===== src/hw/serial_card_pkg.sv =====
package serial_card_pkg;
	// ----------------------------------------
	// Timing
	// ----------------------------------------
	localparam int SYS_CLK_MHZ = 100;
	localparam int SYNC_HALF_NS = 80;
	localparam int SYNC_HALF_CYC = (SYNC_HALF_NS * SYS_CLK_MHZ + 999) / 1000;
	localparam int CARD_CLK_HALF_NS = 50;
	localparam int CARD_HALF_CYC = (CARD_CLK_HALF_NS * SYS_CLK_MHZ + 999) / 1000;
	localparam int CARD_CLKS_PER_ETU = 372;
	localparam int ETU_NS = CARD_CLKS_PER_ETU * 2 * CARD_CLK_HALF_NS;
	localparam int ETU_HALF_CYC = ETU_NS * SYS_CLK_MHZ / 2000;
	localparam int DIV_W = 12;
	// ----------------------------------------
	// Frame positions, in bits and half etu
	// ----------------------------------------
	localparam logic [3:0] SYNC_BITS = 4'h8;
	localparam logic [3:0] BIT_STEP = 4'h1;
	localparam logic [4:0] HC_LAST_SMP = 5'h12;
	localparam logic [4:0] HC_ERR_START = 5'h15;
	localparam logic [4:0] HC_ERR_END = 5'h17;
	localparam logic [4:0] HC_END_OK = 5'h18;
	localparam logic [4:0] HC_END_RETRY = 5'h1C;
	localparam logic [7:0] START_DIRECT = 8'h3B;
	localparam logic [7:0] START_INVERSE = 8'h3F;
	// ----------------------------------------
	// Types
	// ----------------------------------------
	typedef struct packed {
		logic txEn, rxEn, rxIrqEn, txIrqEn, cardMode, intClock, msbFirst, dataInvert, parityOdd;
	} ctrl_t;
	typedef struct packed {
		logic errSig, overrun, framing, parity, rxFull, txEnd, txEmpty;
	} stat_t;
	localparam stat_t STAT_RST = 7'h01;
	typedef enum logic [2:0] {ST_IDLE = 3'b001, ST_SYNC = 3'b010, ST_CARD = 3'b100} state_t;
	// Bit order and level mapping; a reversal undoes itself, so it serves both directions
	function automatic logic [7:0] to_line(input logic [7:0] b, input logic msb, input logic inv);
		logic [7:0] r;
		r = b;
		if (msb) begin
			for (int i = 0; i < 8; i++) r[i] = b[7 - i];
		end
		return inv ? ~r : r;
	endfunction : to_line
endpackage : serial_card_pkg


===== src/hw/serial_sync_card.sv =====
// Contract
// - Receiver syncs to serial clock, shifts bits
// - Overrun: flag set, data and full kept
// - Good character: load data, set full
// - No reception while overrun, framing or parity flag set
// - Overrun halts transmit and receive
// - Controller write/read clears empty/full flag
// - Card mode: receive pin is shared line
// - Both enables, card mode: own frame read back
// - Card mode: clock pin drives card clock
// - Card frame: eight data plus parity
// - Two etu guard after parity
// - Parity error: low 1 etu at 10.5
// - Card error signal: retransmit after 2 etu
// - Direct convention decodes start as 3B
// - Inverse convention decodes start as 3F
// - Inversion on data only; parity by odd select
// - Sample received bits on rising clock
// - Internal clock: eight pulses, idle high
`timescale 1ns/10ps
`default_nettype none
module serial_sync_card
	import serial_card_pkg::*;
(
	// Clock and reset
	input wire logic clk_sys,
	input wire logic nrst,
	// Control and host strobes
	input wire ctrl_t ctrl,
	input wire logic txWrite,
	input wire logic [7:0] txData,
	input wire logic dtcTxWrite,
	input wire logic dtcRxRead,
	input wire stat_t clearFlags,
	// Status and events
	output stat_t status,
	output logic [7:0] rxData,
	output logic rxFullIrq,
	output logic rxErrorIrq,
	output logic txEmptyIrq,
	// Pins
	input wire logic sckIn,
	output logic sckOut,
	output logic sckOe,
	input wire logic rxdIn,
	output logic rxdOut,
	output logic rxdOe,
	output logic txdOut
);
	// ----------------------------------------
	// Pin synchronisers
	// ----------------------------------------
	logic [1:0] sckSync_r, rxdSync_r;
	logic sckPrev_r, rxdPrev_r;
	always_ff @(posedge clk_sys or negedge nrst) begin
		if (!nrst) begin
			sckSync_r <= 2'h3;
			rxdSync_r <= 2'h3;
			sckPrev_r <= 1'b1;
			rxdPrev_r <= 1'b1;
		end else begin
			sckSync_r <= {sckSync_r[0], sckIn};
			rxdSync_r <= {rxdSync_r[0], rxdIn};
			sckPrev_r <= sckSync_r[1];
			rxdPrev_r <= rxdSync_r[1];
		end
	end
	wire logic sckS = sckSync_r[1];
	wire logic rxdS = rxdSync_r[1];

	// ----------------------------------------
	// State and datapath registers
	// ----------------------------------------
	state_t state_r, state_nxt;
	stat_t stat_r, stat_nxt, setF, clrF;
	logic [DIV_W-1:0] divCnt_r, etuCnt_r;
	logic [4:0] halfCnt_r;
	logic [3:0] bitCnt_r;
	logic [9:0] txLine_r, rxLine_r;
	logic [7:0] txData_r, rxData_r;
	logic txAct_r, cardErr_r, sckOut_r, rxdOe_r, txdOut_r, sckOe_r;
	logic rxFullIrq_r, rxErrorIrq_r, txEmptyIrq_r;

	// ----------------------------------------
	// Decode
	// ----------------------------------------
	wire logic inIdle = state_r == ST_IDLE;
	wire logic inSync = state_r == ST_SYNC;
	wire logic inCard = state_r == ST_CARD;
	wire logic [DIV_W-1:0] divLimit = ctrl.cardMode ? DIV_W'(CARD_HALF_CYC - 1)
		: DIV_W'(SYNC_HALF_CYC - 1);
	wire logic divWrap = divCnt_r == divLimit;
	wire logic halfTick = etuCnt_r == DIV_W'(ETU_HALF_CYC - 1);
	wire logic errAny = stat_r.overrun | stat_r.framing | stat_r.parity;
	wire logic txReady = ctrl.txEn & !stat_r.txEmpty & !errAny;
	wire logic syncGo = inIdle & !ctrl.cardMode & !errAny
		& (ctrl.txEn ? !stat_r.txEmpty : ctrl.rxEn);
	wire logic cardTxGo = inIdle & ctrl.cardMode & txReady;
	wire logic cardRxGo = inIdle & ctrl.cardMode & ctrl.rxEn & !ctrl.txEn & !errAny
		& rxdPrev_r & !rxdS;
	wire logic loadTx = (syncGo & ctrl.txEn) | cardTxGo;
	// internal edges come from the divider, external from the pin
	wire logic intRise = ctrl.intClock & inSync & divWrap & !sckOut_r;
	wire logic intFall = ctrl.intClock & inSync & divWrap & sckOut_r;
	wire logic syncRise = inSync & (bitCnt_r < SYNC_BITS)
		& (ctrl.intClock ? intRise : (sckS & !sckPrev_r));
	wire logic syncFall = inSync & (bitCnt_r != 4'h0) & (bitCnt_r < SYNC_BITS)
		& (ctrl.intClock ? intFall : (!sckS & sckPrev_r));
	wire logic syncDone = inSync & (bitCnt_r == SYNC_BITS);
	wire logic [4:0] cardEnd = (txAct_r & cardErr_r) ? HC_END_RETRY : HC_END_OK;
	wire logic cardDone = inCard & (halfCnt_r == cardEnd);
	wire logic done = syncDone | cardDone;
	wire logic smpTick = inCard & halfTick & !halfCnt_r[0] & (halfCnt_r <= HC_LAST_SMP);
	// line parity covers the data bits as they stand on the line
	wire logic parErr = (^rxLine_r[9:1]) != ctrl.parityOdd;
	// convention decode of the received byte
	wire logic [7:0] rxByte = to_line(rxLine_r[8:1], ctrl.msbFirst, ctrl.dataInvert);
	wire logic [7:0] txByte = to_line(txData_r, ctrl.msbFirst, ctrl.dataInvert);
	// card error pulse seen during transmit forces a resend
	wire logic retry = cardDone & txAct_r & cardErr_r;
	// in card mode with both enables the own frame is read back as a received one
	wire logic rxDeliver = done & ctrl.rxEn & (inSync | (!parErr & !rxLine_r[0]));
	// drive start, data and parity, or the error pulse
	wire logic drvBit = txAct_r & (halfCnt_r <= HC_LAST_SMP + 5'h1)
		& !txLine_r[halfCnt_r[4:1]];
	wire logic drvErr = !txAct_r & parErr & (halfCnt_r >= HC_ERR_START) & (halfCnt_r < HC_ERR_END);
	wire logic lineLow = inCard & !cardDone & (drvBit | drvErr);

	// ----------------------------------------
	// Flags: a set always beats a clear
	// ----------------------------------------
	always_comb begin
		setF = '0;
		clrF = clearFlags;
		// overrun keeps full flag and data
		setF.overrun = rxDeliver & stat_r.rxFull;
		setF.rxFull = rxDeliver & !stat_r.rxFull;
		setF.parity = cardDone & ctrl.rxEn & parErr;
		setF.framing = cardDone & ctrl.rxEn & rxLine_r[0];
		setF.errSig = retry;
		setF.txEnd = done & txAct_r & !retry & stat_r.txEmpty;
		setF.txEmpty = loadTx | !ctrl.txEn;
		// controller accesses clear the flag on their own
		clrF.rxFull = clearFlags.rxFull | dtcRxRead;
		clrF.txEmpty = clearFlags.txEmpty | dtcTxWrite;
		clrF.txEnd = clearFlags.txEnd | loadTx;
		stat_nxt = setF | (stat_r & ~clrF);
	end

	always_comb begin
		state_nxt = state_r;
		unique case (state_r)
			ST_IDLE: begin
				if (syncGo) begin
					state_nxt = ST_SYNC;
				end else if (cardTxGo | cardRxGo) begin
					state_nxt = ST_CARD;
				end
			end
			ST_SYNC: begin
				if (syncDone | !(ctrl.txEn | ctrl.rxEn)) begin
					state_nxt = ST_IDLE;
				end
			end
			ST_CARD: begin
				if (cardDone & !retry) begin
					state_nxt = ST_IDLE;
				end
			end
		endcase
	end

	// ----------------------------------------
	// Registers
	// ----------------------------------------
	always_ff @(posedge clk_sys or negedge nrst) begin
		if (!nrst) begin
			state_r <= ST_IDLE;
			stat_r <= STAT_RST;
			txData_r <= 8'h00;
			rxData_r <= 8'h00;
			txAct_r <= 1'b0;
		end else begin
			state_r <= state_nxt;
			stat_r <= stat_nxt;
			if (txWrite | dtcTxWrite) begin
				txData_r <= txData;
			end
			// data register only loads on a clean, non-overrun character
			if (setF.rxFull) begin
				rxData_r <= rxByte;
			end
			if (syncGo | cardTxGo | cardRxGo) begin
				txAct_r <= loadTx;
			end
		end
	end

	always_ff @(posedge clk_sys or negedge nrst) begin
		if (!nrst) begin
			txLine_r <= 10'h3FF;
			divCnt_r <= '0;
			sckOut_r <= 1'b1;
			sckOe_r <= 1'b0;
		end else begin
			sckOe_r <= ctrl.cardMode | ctrl.intClock;
			// frame is start, eight data bits, then parity
			if (loadTx) begin
				txLine_r <= {(^txByte) ^ ctrl.parityOdd, txByte, 1'b0};
			end
			divCnt_r <= (syncGo | divWrap) ? '0 : DIV_W'(divCnt_r + 1'b1);
			// card clock runs free; sync clock idles high
			if (ctrl.cardMode | (inSync & ctrl.intClock)) begin
				sckOut_r <= divWrap ? !sckOut_r : sckOut_r;
			end else begin
				sckOut_r <= 1'b1;
			end
		end
	end

	always_ff @(posedge clk_sys or negedge nrst) begin
		if (!nrst) begin
			bitCnt_r <= 4'h0;
			rxLine_r <= 10'h3FF;
			txdOut_r <= 1'b1;
		end else begin
			// shift received bits on rising edges
			if (syncGo) begin
				bitCnt_r <= 4'h0;
			end else if (syncRise) begin
				bitCnt_r <= bitCnt_r + BIT_STEP;
			end
			if (syncRise) begin
				rxLine_r[bitCnt_r + BIT_STEP] <= rxdS;
			end else if (smpTick) begin
				rxLine_r[halfCnt_r[4:1]] <= rxdS;
			end
			// in card mode the transmit pin idles, the shared line carries data
			if (ctrl.cardMode) begin
				txdOut_r <= 1'b1;
			end else if (loadTx) begin
				txdOut_r <= txByte[0];
			end else if (syncFall & txAct_r) begin
				txdOut_r <= txLine_r[bitCnt_r + BIT_STEP];
			end
		end
	end

	always_ff @(posedge clk_sys or negedge nrst) begin
		if (!nrst) begin
			etuCnt_r <= '0;
			halfCnt_r <= 5'h00;
			cardErr_r <= 1'b0;
			rxdOe_r <= 1'b0;
		end else begin
			// frame timer restarts on a new or repeated frame
			if (cardTxGo | cardRxGo | retry) begin
				etuCnt_r <= '0;
				halfCnt_r <= 5'h00;
				cardErr_r <= 1'b0;
			end else begin
				etuCnt_r <= halfTick ? '0 : DIV_W'(etuCnt_r + 1'b1);
				halfCnt_r <= (inCard & halfTick) ? halfCnt_r + 5'h01 : halfCnt_r;
				// Error pulse is sampled at 11 etu, its middle
				if (inCard & halfTick & txAct_r & (halfCnt_r == HC_ERR_START)) begin
					cardErr_r <= !rxdS;
				end
			end
			rxdOe_r <= lineLow;
		end
	end

	always_ff @(posedge clk_sys or negedge nrst) begin
		if (!nrst) begin
			rxFullIrq_r <= 1'b0;
			rxErrorIrq_r <= 1'b0;
			txEmptyIrq_r <= 1'b0;
		end else begin
			rxFullIrq_r <= stat_nxt.rxFull & ctrl.rxIrqEn;
			rxErrorIrq_r <= (stat_nxt.overrun | stat_nxt.framing | stat_nxt.parity
				| stat_nxt.errSig) & ctrl.rxIrqEn;
			txEmptyIrq_r <= stat_nxt.txEmpty & ctrl.txEn & ctrl.txIrqEn;
		end
	end

	assign status = stat_r;
	assign rxData = rxData_r;
	assign rxFullIrq = rxFullIrq_r;
	assign rxErrorIrq = rxErrorIrq_r;
	assign txEmptyIrq = txEmptyIrq_r;
	assign sckOut = sckOut_r;
	assign sckOe = sckOe_r;
	assign rxdOut = 1'b0;
	assign rxdOe = rxdOe_r;
	assign txdOut = txdOut_r;
endmodule : serial_sync_card
`default_nettype wire


===== config.mk =====
export PLATFORM = sky130hd
export DESIGN_NAME = serial_sync_card
export DESIGN_NICKNAME = d
export VERILOG_FILES = /design/src/hw/serial_card_pkg.sv /design/src/hw/serial_sync_card.sv
export SDC_FILE = /design/constraint.sdc
export NUM_CORES = 1
export LEC_CHECK = 0
export ABC_AREA = 1
export BUFFER_PORTS_ARGS = -buffer_cell sky130_fd_sc_hd__buf_2
export CAP_MARGIN = 20
export CORE_MARGIN = 3
export CORE_UTILIZATION = 45
export CTS_CLUSTER_SIZE = 20
export DETAILED_ROUTE_END_ITERATION = 6
export GPL_TIMING_DRIVEN = 0
export PLACE_DENSITY = 0.68
export SYNTH_ARGS = -nofsm -noshare
export SYNTH_HDL_FRONTEND = slang
export SYNTH_SLANG_ARGS = --single-unit

===== constraint.sdc =====
create_clock -name clk_sys -period 1.95 [get_ports clk_sys]
set_input_delay 0.2925 -clock clk_sys [delete_from_list [all_inputs] [get_ports clk_sys]]
set_output_delay 0.2925 -clock clk_sys [all_outputs]
set_load 0.05 [all_outputs]

* After elaboration in Yosys (flattened, before gate mapping)
Cells that the tools add are included.
Storage, ports and cells: register bits 94, bits of input ports 31, output and inout port bits 23, logic and storage cells 210
Operators by class: $add $sub $neg 4, $lt $le $gt $ge 9, eq/ne operators 13, multiplexer cells 40, bitwise gates (word level) 87, reductions and logical operators 28
Operator list (number):
- $and 1x1->1 | 58
- $mux 12 | 3
- $mux 8 | 4
- $add 12x1->12 const B | 2
- $or 1x1->1 | 23
- $bwmux 10 | 2
- $mux 10 | 2
- $logic_not 1->1 | 17
- $not 8->8 | 2
- $mux 3 | 5
- $mux 1 | 14
- $eq 12x11->1 const B | 1
- $eq 12x3->1 | 1
- $le 5x5->1 const B | 2
- $lt 4x5->1 const B | 2
- $mux 5 | 2
- $pmux 3 s3 | 1
- $reduce_xor 9->1 | 1
- $bmux 1 s4 | 2
- $demux 1 s4 | 2
- $ge 4x1->1 const B | 2
- $mux 4 | 2
- $reduce_bool 2->1 | 4
- $reduce_xor 8->1 | 1
- 24 further kinds | 26

* Logic depth before layout (Yosys ltp)
Gate-level depths: netlist (run 1).
word-level depth 15, mapped depth 15, depth with buffers taken out 15

* Worst setup path after synthesis (run 1)
OpenSTA, ideal clock, no wires.
kind register -> register, start register bitCnt_r[0], end register rxData_r[7] (netlist: rxData[7]), library setup time 0.122 ns, arrival 1.749 ns, required time 1.828 ns, setup slack 0.079 ns, cell stages (with the launch flop) 13, path buffers 1, period minus slack after synthesis 1.871 ns, cell sequence dfrtp_1 -> inv_1 -> ha_1 -> inv_1 -> nor2_1 -> nand2_1 -> o21ai_0 -> inv_1 -> nor2_4 -> nand3_4 -> buf_6 -> nand2_2 -> o21ai_2
On the way: longest elaborated chain between the ends 6
Ends and longest elaborated chain:
- start, declared | RTL line serial_sync_card.sv:78 | logic [3:0] bitCnt_r;
- start signal, assigned | RTL line serial_sync_card.sv:231 | bitCnt_r <= bitCnt_r + BIT_STEP;
- $eq 4x4->1 | RTL line serial_sync_card.sv:109 | wire logic syncDone = inSync & (bitCnt_r == SYNC_BITS);
- $and 1x1->1 | RTL line serial_sync_card.sv:109
- $or 1x1->1 | RTL line serial_sync_card.sv:112 | wire logic done = syncDone | cardDone;
- $and 1x1->1 (2 in series) | RTL line serial_sync_card.sv:122 | wire logic rxDeliver = done & ctrl.rxEn & (inSync | (!parErr & !rxLine_r[0]));
- $and 1x1->1 | RTL line serial_sync_card.sv:137 | setF.rxFull = rxDeliver & !stat_r.rxFull;
- end signal, assigned | RTL line serial_sync_card.sv:191 | rxData_r <= rxByte;
- end, declared | RTL line serial_sync_card.sv:80 | logic [7:0] txData_r, rxData_r;
No other way between the ends. A chain may end at the register's enable or synchronous reset.

* Final worst setup path (run 1)
start register state_r[0], end register txdOut_r (netlist: txdOut)
On the way: longest elaborated chain between the ends 8, elaborated cells on any way between the ends 20, those cells by class eq/ne: 2; mux: 3; bitwise: 14; reduce/logical: 1
Ends and longest elaborated chain:
- start, declared | RTL line serial_sync_card.sv:74 | state_t state_r, state_nxt;
- start signal, assigned | RTL line serial_sync_card.sv:184 | state_r <= state_nxt;
- $eq 3x2->1 / $eq 3x1->1 (equally long branches) | RTL line serial_sync_card.sv:88, serial_sync_card.sv:87
- $and 1x1->1 (on tied branches) (2 in series) | RTL line serial_sync_card.sv:104, serial_sync_card.sv:96
- $and 1x1->1 (on tied branches) | RTL line serial_sync_card.sv:104, serial_sync_card.sv:97
- $mux 1 / $and 1x1->1 (equally long branches) | RTL line serial_sync_card.sv:108, serial_sync_card.sv:101
- $and 1x1->1 / $or 1x1->1 (equally long branches) | RTL line serial_sync_card.sv:108, serial_sync_card.sv:101
- $and 1x1->1 / $mux 1 (equally long branches) | RTL line serial_sync_card.sv:243, serial_sync_card.sv:241
- $reduce_bool 3->1 (no source line) / $mux 1 (equally long branches)
- end signal, assigned | RTL line serial_sync_card.sv:242 | txdOut_r <= txByte[0];
- end signal, assigned | RTL line serial_sync_card.sv:244 | txdOut_r <= txLine_r[bitCnt_r + BIT_STEP];
- end, declared | RTL line serial_sync_card.sv:81 | logic txAct_r, cardErr_r, sckOut_r, rxdOe_r, txdOut_r, sckOe_r;
Parallel ways exist; a longest one is shown, timed or not.

==> metrics.txt, run 1 <==
CTS clock-pin slew for the worst setup and hold paths 0.06 ns; hold path startpoint sckIn; power share of the clock group 38.9%; tightest hold margin 0.0375 ns; Site Rows 39; most frequent cells in the layout nand2_1 (162), inv_1 (86), nor2_1 (81); VDD IR-drop max 0.000405 V; CTS Root Cell clkbuf_16; P&R area growth vs syn 23.4%; Die Width 117 um; M1 WL 5960 um; die area 0.0137 mm2; vias in the first global route 4,639; Fillers 1,029; Synth top area share 28.9%; DRT Wirelength 13,400 um; Hold Path Class in2reg; Max-cap violations 0; Syn Inst Count 727; sequential share of the synthesized area 43.1%; met2 wire length 6490 um; achievable frequency 530 MHz; largest net degree at the start of global routing 59; via count 5,034; first-pass GRT wire length 21,200 um; Pleak 3.43 nW; Reg-to-Reg Start state_r[0]; leading area contributor after synthesis dfrtp_1; detailed router's first-iteration violation count 347; Clock Latency Late Sink 0.35 ns; Worst Path Required 2.23 ns; placer congestion estimate 0.901; PortBufs 51; Worst Path Arrival 2.17 ns; gr ovfl total 0; ys async rst share 100%; clock sink total 94; placed cell area 0.00600 mm2; IO Pins 54; Max clock buf depth 2; syn_nets 769; fin crit period 1.89 ns; most common cell after layout, fill and taps aside nand2_1; Synth Area per Inst 7.62 um2; CTS tree built; Post-Syn Area 0.00554 mm2; share of cells above drive strength 1 27.8%; core area 0.0117 mm2; number of synthesized flops with an enable pin 0; Final nets 865; final instance area 0.00684 mm2; Wirelength per Cell 13.8 um; TritonCTS Buffers 9; Overall Power 4.82 mW; Comb power frac 14.8%; max-slew violations 0; FF+latch count, synth 94; uppermost layer routed met4; Antenna Nets Post-Route 0; critical path class reg2reg; Critical Path Start state_r[0]; Multi-input gate area 0.00288 mm2; RSZ-0062 raised after global routing true; die height 117 um; Finished Core Util 58.4%; endpoints failing hold 0; Synth area leaders dfrtp_1 (29%), dfstp_2 (14%), nand2_1 (12%), inv_1 (6.7%), nor2_1 (6.2%); crit share post-route 96.7%; worst rel slew slack 59.4%; diode count 0; number of remaining DRC errors 0; ys flop type dfrtp_1; Sequential Power Share 46.3%; Clock Skew 0.00654 ns; final setup vio count 0; Internal 3.52 mW; Detailed Routing Iterations Pass 1 5; Starting Density 47.3%; pwr dens 704 mW/mm2; total track usage 19.3%; r2r setup slk 0.06 ns; critical path fanouts, max 6; Switch Pwr 1.29 mW; crit path launch type flip-flop; H-tree level count 3; Distinct cells, synth 48; CP endpoint kind flip-flop; initial antenna violation count 0; register area 0.00239 mm2; YS warnings 0; post-DR vias/cell 5.18; hpwl dp 9580 um; outcome completed; Sw Ratio 26.9%; Slew @ Worst Pin 0.601 ns; DR WL met3 684 um
==> final timing paths <==
check | to | cells after the start
setup / recovery | txdOut | 12
hold / removal | sckSync_r[0] | 1
setup reg to reg | txdOut | 12
hold reg to reg | rxdSync_r[1] | 0
max in group asynchronous | rxLine_r[1] | 3
min in group asynchronous | etuCnt_r[7] | 2
==> final cells by class <==
cell class | instances | area share, %
multi-input cells | 516 | 42.1
inverters | 104 | 5.95
clock inverters | 4 | 1.06
clock buffers | 12 | 3.46
plain buffers | 13 | 1.50
well taps | 143 | 2.62
flip-flops and latches | 94 | 35.0
repair buffers | 85 | 8.32
==> layer usage <==
layer  vias up  GRT usage [%]
met5         -              0
met4         0           6.04
met3        23           3.91
met2       133           32.2
met1      2356           25.4
li1       2522              -
==> cells by family (layout without fill, tap and decap cells) <==
logic type	count (synthesis)	after routing	synth area share (%)
flip-flops	94	94	43.1
AO/OA/AOI/OAI	112	112	11.8
XOR/XNOR	34	34	5.51
buffers and inverters	117	218	8.72
multiplexers	4	4	0.813
AND/OR/NAND/NOR	354	354	27.4
adder cells (fa/ha/maj)	11	11	2.48
other	1	1	0.0677
==> power groups by stage <==
| stage | sequential, mW | clock, mW | combinational [mW] |
|---|---|---|---|
| final | 2.23 | 1.87 | 0.711 |
| after floorplan | 2.26 | 0 | 0.435 |
| after global placement | 2.26 | 0 | 0.602 |
| after CTS | 2.23 | 1.89 | 0.640 |
| after detailed placement | 2.27 | 0 | 0.625 |
| after global routing | 2.25 | 1.98 | 0.797 |
==> registers in the layout (all words and copies together), names as in the netlist, 2 cells and up <==
name and cells:
bitCnt_r 4, divCnt_r 12, rxData 8, txData_r 8, status 7, etuCnt_r 12, sckSync_r 2, halfCnt_r 5
rxdSync_r 2, state_r 3, txLine_r 10, rxLine_r 10
==> synth_stat cells (3+ instances only) <==
library cell    n
nor2_1         92
buf_6           4
dfstp_2        30
mux2_2          4
o22ai_1         7
a21oi_1        32
ha_1           11
nand2_1       177
dfrtp_1        64
nand3b_1        3
o31ai_1         3
inv_1          99
xnor2_1        15
inv_2           4
nor3b_1         3
nand3_1        44
nor3_1         10
buf_2           5
nand4_1        10
xor2_1         18
o21ai_1         4
o21ai_0        43
nand2_2         3
o21ai_2        11
==> critical path, stage by stage, from the launching register on <==
cell     delay [ns]
dfstp_2        0.56
inv_2          0.06
nor2_2         0.11
nand2_2        0.12
nor4_4         0.30
nand2_1        0.12
nand2_2        0.11
buf_6          0.14
inv_6          0.05
o21ai_4        0.05
nand3_2        0.08
nand2_1        0.07
nand2_1        0.05
==> metrics by stage <==
stage / setup slack (ns) / setup TNS (ns) / std cells
2_1_floorplan: 0.0791 / 0 / 727
3_3_place_gp: -0.320 / -22.05 / 921
3_5_place_dp: -0.247 / -1.99 / 922
4_1_cts: 0.000636 / 0 / 941
5_1_grt: -0.0705 / -0.658 / 971
6_report: 0.0639 / 0 / 971
==> what timing repair did <==
action | CTS | global route
buffers inserted | 2 | 28
hold endpoints to repair | 20 | 0
gates cloned | 0 | 2
hold buffers | 1 | 0
resized for setup | 8 | 82
pin swaps | 0 | 22
endpoints found under the setup margin | 13 | 44
(Power assumes the default switching activity.)
==> run 2, diff against run 1 <==
--- a/config.mk
+++ b/config.mk
@@ -9,11 +9,11 @@
 export BUFFER_PORTS_ARGS = -buffer_cell sky130_fd_sc_hd__buf_2
 export CAP_MARGIN = 20
 export CORE_MARGIN = 3
-export CORE_UTILIZATION = 45
+export CORE_UTILIZATION = 50
 export CTS_CLUSTER_SIZE = 20
 export DETAILED_ROUTE_END_ITERATION = 6
 export GPL_TIMING_DRIVEN = 0
-export PLACE_DENSITY = 0.68
+export PLACE_DENSITY = 0.74
 export SYNTH_ARGS = -nofsm -noshare
 export SYNTH_HDL_FRONTEND = slang
 export SYNTH_SLANG_ARGS = --single-unit
==> metrics.txt, run 2 (synthesis results as in run 1) <==
outcome completed; most common cell after layout, fill and taps aside nand2_1; Site Rows 37 (-5.1%); crit share post-route 98.8% (+2.0 points); CTS tree built; IO Pins 54 (unchanged); crit path launch type flip-flop; PortBufs 51 (unchanged); diode count 0 (unchanged); worst reg2reg path depth 10 (-2); TritonCTS Buffers 9 (unchanged); fin crit period 1.93 ns (+0.0397 ns); largest net degree at the start of global routing 54 (-8.5%); Max clock buf depth 2 (unchanged); Hold Path Class in2reg; final instance area 0.00673 mm2 (-1.6%); P&R area growth vs syn 21.4%; number of remaining DRC errors 0 (unchanged); DRT Wirelength 13,400 um (+0.22%); Clock Latency Late Sink 0.37 ns (+0.02 ns); Wirelength per Cell 13.9 um (+0.84%); clock sink total 94 (unchanged); CP endpoint kind flip-flop; via count 5,119 (+1.7%); first-pass GRT wire length 21,500 um (+1.2%); placed cell area 0.00600 mm2 (-0.15%); hold path startpoint rxdIn; Critical Path Start etuCnt_r[0]; Die Width 111 um (-4.9%); Final nets 866 (+0.12%); biggest regs divCnt_r x12, etuCnt_r x12; achievable frequency 519 MHz (-2.1%); Clock Skew 0.0103 ns (+0.00379 ns); Reg-to-Reg Start etuCnt_r[0]; total track usage 20.8% (+1.4 points); critical path class reg2reg; placer congestion estimate 0.975 (+8.2%); worst setup path endpoint halfCnt_r[4]; CTS clock-pin slew for the worst setup and hold paths 0.09 ns (+0.03 ns); gr ovfl total 0 (unchanged); placed insts 915 (-0.76%); H-tree level count 3 (unchanged); Overall Power 4.32 mW (-10%); RR Endpoint halfCnt_r[4]; die height 111 um (-4.9%); detailed router's first-iteration violation count 440 (+27%); die area 0.0124 mm2 (-9.5%); dpl ws -0.313 ns (-0.0667 ns); post-DR vias/cell 5.30 (+2.3%); Pleak 3.38 nW (-1.4%); post-route worst setup slack 0.0242 ns (-0.0397 ns); vias in the first global route 4,804 (+3.6%); Worst Path Required 2.25 ns (+0.02 ns); r2r setup slk 0.02 ns (-0.04 ns); initial antenna violation count 0 (unchanged); max-slew violations 0 (unchanged); VDD IR-drop max 0.000465 V (+15%); critical path fanouts, max 4 (-2); final setup TNS 0 ns (unchanged); Slew @ Worst Pin 0.560 ns (-0.0411 ns); most frequent cells in the layout nand2_1 (159), nor2_1 (82), inv_1 (82); Worst Path Arrival 2.23 ns (+0.06 ns); Max-cap violations 0 (unchanged); post-route insts no fill 965 (-0.62%); core area 0.0106 mm2 (-9.9%); worst rel slew slack 62.2% (+2.8 points); Fillers 852 (-17%); Antenna Nets Post-Route 0 (unchanged); pwr dens 642 mW/mm2 (-8.9%); tightest hold margin 0.0227 ns (-0.0148 ns); Detailed Routing Iterations Pass 1 5 (unchanged); final setup vio count 0 (unchanged); Starting Density 52.5% (+5.2 points); RSZ-0062 raised after global routing true; hpwl dp 9570 um (about the same); endpoints failing hold 0 (unchanged); Finished Core Util 63.7% (+5.3 points); CTS Root Cell clkbuf_8; share of cells above drive strength 1 27.9% (+0.087 points)
[run 2: final cells by class]
type | instances | area (um2) | area share (%)
buffer | 13 | 104 | 1.54
clock buffer | 13 | 169 | 2.51
clock inverter | 3 | 41.3 | 0.614
inverter | 104 | 404 | 6.01
multi-input combinational | 516 | 2860 | 42.5
sequential | 94 | 2390 | 35.6
tap | 136 | 170 | 2.53
timing repair buffer | 86 | 584 | 8.69
[run 2: power breakdown]
group	switching, mW	internal, mW
clock network	0.668	0.695
logic	0.427	0.301
registers	0.125	2.10
total	1.22	3.10
[run 2: worst min-delay path by stage]
stage,end,cells past startpoint
after floorplan,bitCnt_r[0],0
after global placement,rxdSync_r[1],0
after detailed placement,etuCnt_r[1],1
after CTS,sckSync_r[0],1
after global routing,sckSync_r[0],1
final,rxdSync_r[0],1
[run 2: routing by layer]
metal | global-route usage, % | wire length (um) | vias up | part of all wire (%)
met3 | 2.57 | 669 | 32 | 5.0
met2 | 35.5 | 6490 | 190 | 48
met1 | 26.9 | 5910 | 2383 | 44
met4 | 7.87 | 348 | 0 | 2.6
met5 | 0 | 0 | - | 0
li1 | - | - | 2514 | -
[run 2: critical path: stages (launching register included)]
cell	delay, ns
dfrtp_1	0.37
ha_1	0.17
inv_2	0.06
nor2_4	0.11
inv_2	0.05
nor2_2	0.07
nand3b_1	0.12
nor2_2	0.19
nand3_1	0.18
o21ai_0	0.31
o211a_1	0.22
[run 2: what timing repair did]
action                     4_1_cts  5_1_grt
cloned                           0        1
pin swaps                        0       33
gates resized for setup         11       75
hold endpoints to repair        26        0
buffers inserted                 2       30
setup endpoints to repair       15       42
hold buffers                     1        0
==> run 3, diff against run 2 <==
--- a/config.mk
+++ b/config.mk
@@ -14,6 +14,7 @@
 export DETAILED_ROUTE_END_ITERATION = 6
 export GPL_TIMING_DRIVEN = 0
 export PLACE_DENSITY = 0.74
+export SETUP_SLACK_MARGIN = 0.5
 export SYNTH_ARGS = -nofsm -noshare
 export SYNTH_HDL_FRONTEND = slang
 export SYNTH_SLANG_ARGS = --single-unit
==> metrics.txt, run 3 (synthesis results as in run 1) <==
outcome complete, but fails checks; failing checks negative setup slack; Slew @ Worst Pin 0.518 ns (-0.0422 ns); via count 5,899 (+15%); TritonCTS Buffers 9 (unchanged); final instance area 0.00800 mm2 (+19%); M1 WL 6950 um (+17%); post-route insts no fill 1,030 (+6.7%); clock sink total 94 (unchanged); post-DR vias/cell 5.73 (+8.0%); most common cell after layout, fill and taps aside nand2_1; Slowest-stage cell, CP dfrtp_1; total track usage 25.1% (+4.4 points); met2 wire length 9280 um (+43%); Wirelength per Cell 17.9 um (+29%); Clock Latency Late Sink 0.38 ns (about the same); critical path fanouts, max 4 (unchanged); post-route worst setup slack -0.0628 ns (-0.0870 ns); CP endpoint kind flip-flop; crit-path most repeated cell nand2_1; achievable frequency 497 MHz (-4.3%); placed cell area 0.00608 mm2 (+1.4%); PortBufs 51 (unchanged); CP max stage delay 0.44 ns (+0.07 ns); Sequential Power Share 47.1% (-4.5 points); H-tree level count 3 (unchanged); Max clock buf depth 2 (unchanged); most frequent cells in the layout nand2_1 (112), inv_1 (73), buf_4 (70); uppermost layer routed met4; die height 111 um (unchanged); die area 0.0124 mm2 (unchanged); core area 0.0106 mm2 (unchanged); dpl ws -0.0393 ns (+0.274 ns); CTS tree built; DRT Wirelength 18,400 um (+37%); first-pass GRT wire length 26,000 um (+21%); Pleak 3.86 nW (+14%); CTS Root Cell clkbuf_8; gr ovfl total 0 (unchanged); placer congestion estimate 0.930 (-4.7%); CTS clock-pin slew for the worst setup and hold paths 0.08 ns (about the same); Final nets 931 (+7.5%); vias in the first global route 5,629 (+17%); Worst Path Required 2.26 ns (about the same); power share of the clock group 31.0% (-0.6 points); largest net degree at the start of global routing 59 (+9.3%); endpoints failing hold 0 (unchanged); Detailed Routing Iterations Pass 1 5 (unchanged); VDD IR-drop max 0.000591 V (+27%); RSZ-0062 raised after global routing true; Worst Path Arrival 2.32 ns (+0.09 ns); max-slew violations 0 (unchanged); Comb power frac 21.9% (+5.1 points); critical path class reg2reg; initial antenna violation count 0 (unchanged); DR WL met3 1360 um (+100%); diode count 0 (unchanged); P&R area growth vs syn 44.4%; Internal 3.29 mW (+6.1%); detailed router's first-iteration violation count 641 (+46%); biggest regs divCnt_r x12, etuCnt_r x12; Die Width 111 um (unchanged); pwr dens 594 mW/mm2 (-7.5%); Site Rows 37 (unchanged); fin crit period 2.01 ns (+0.0870 ns); Hold Path Class in2reg; worst rel slew slack 65.5% (+3.3 points); placed insts 915 (unchanged); number of remaining DRC errors 0 (unchanged); share of cells above drive strength 1 47.8% (+20 points); final setup vio count 2 (+2); hpwl dp 9890 um (+3.3%); Sw Ratio 30.8% (+2.6 points); crit path launch type flip-flop; Max-cap violations 0 (unchanged); Antenna Nets Post-Route 0 (unchanged); Clock Skew 0.0168 ns (+0.00643 ns); critical-path cell list buf_4 > ha_1 > xnor2_2 > inv_2 > nor2_4 > nand2_2 > nor2_1 > nand2_1 > nand2_1 > nand3_1 > nand2_1; Switch Pwr 1.46 mW (+20%); crit share post-route 103% (+4.5 points); Starting Density 52.5% (unchanged); IO Pins 54 (unchanged)
## run 3: cell types whose count changed in the layout (fill, tap and decap cells not counted), moves of 11 or more
| cell | previous run | this run |
|---|---|---|
| nand2_1 | 159 | 112 |
| buf_4 | 31 | 70 |
| nand2_2 | 18 | 51 |
| buf_6 | 6 | 32 |
| nor2_1 | 82 | 58 |
| nand3_1 | 40 | 23 |
| o21ai_0 | 39 | 22 |
| nand3_2 | 4 | 18 |
| nor2_2 | 8 | 22 |
| nand2_4 | 3 | 16 |
| o21ai_1 | 6 | 17 |
## run 3: power by group through the flow
stage               logic [mW]  registers [mW]  clock network [mW]
floorplan                0.446            2.26                   0
global placement         0.613            2.26                   0
detailed placement       0.651            2.27                   0
CTS                      0.857            2.21                1.46
global route              1.12            2.25                1.57
finish                    1.04            2.24                1.47
## run 3: area by class of cell
type,instances,area [um2]
Fill cell,640,2550
Sequential cell,94,2400
Multi-Input combinational cell,516,3470
Inverter,104,409
Clock buffer,12,145
Buffer,13,116
Timing Repair Buffer,151,1220
Tap cell,136,170
Clock inverter,4,70.1
## run 3: through the flow
step	utilization (%)	setup TNS, ns	power [mW]	hold slack [ns]
2_1_floorplan	-	0	2.71	-0.00309
3_3_place_gp	57.3	-18.52	2.87	0.346
3_5_place_dp	57.6	-0.0393	2.92	0.300
4_1_cts	69.4	0	4.53	0.0165
5_1_grt	75.8	-1.41	4.93	0.00967
6_report	75.8	-0.0705	4.75	0.0163
## run 3: final timing paths
path | startpoint | endpoint | slack (ns) | cells past startpoint
max | bitCnt_r[1] | rxLine_r[8] | -0.06 | 11
min | rxdIn | rxdSync_r[0] | 0.02 | 1
max reg2reg | bitCnt_r[1] | rxLine_r[8] | -0.06 | 11
min reg2reg | rxdSync_r[0] | rxdSync_r[1] | 0.36 | 0
max in group asynchronous | nrst | rxLine_r[2] | 0.81 | 3
min in group asynchronous | nrst | etuCnt_r[9] | 0.42 | 2
## run 3: worst max-delay path: cells and delay by family (launching register included)
family | cells | cell delay, ns
simple gates | 7 | 0.75
fa+ha+maj | 1 | 0.22
xor+xnor | 1 | 0.28
flops | 1 | 0.44
buf+inv | 2 | 0.28
## run 3: repair_timing
action                                 CTS  global route
gates resized for setup                133           137
hold buffers                             1             0
setup buffers                           68            26
pin swaps                               46            68
cloned                                   4             0
endpoints found under the hold margin   21             0
setup endpoints to repair               80            79
## run 3: routing by layer
metal	GRT usage, %	vias to the layer above
met5	0	-
met4	11.3	0
met3	3.71	92
met2	43.7	334
met1	30.8	2823
li1	-	2650
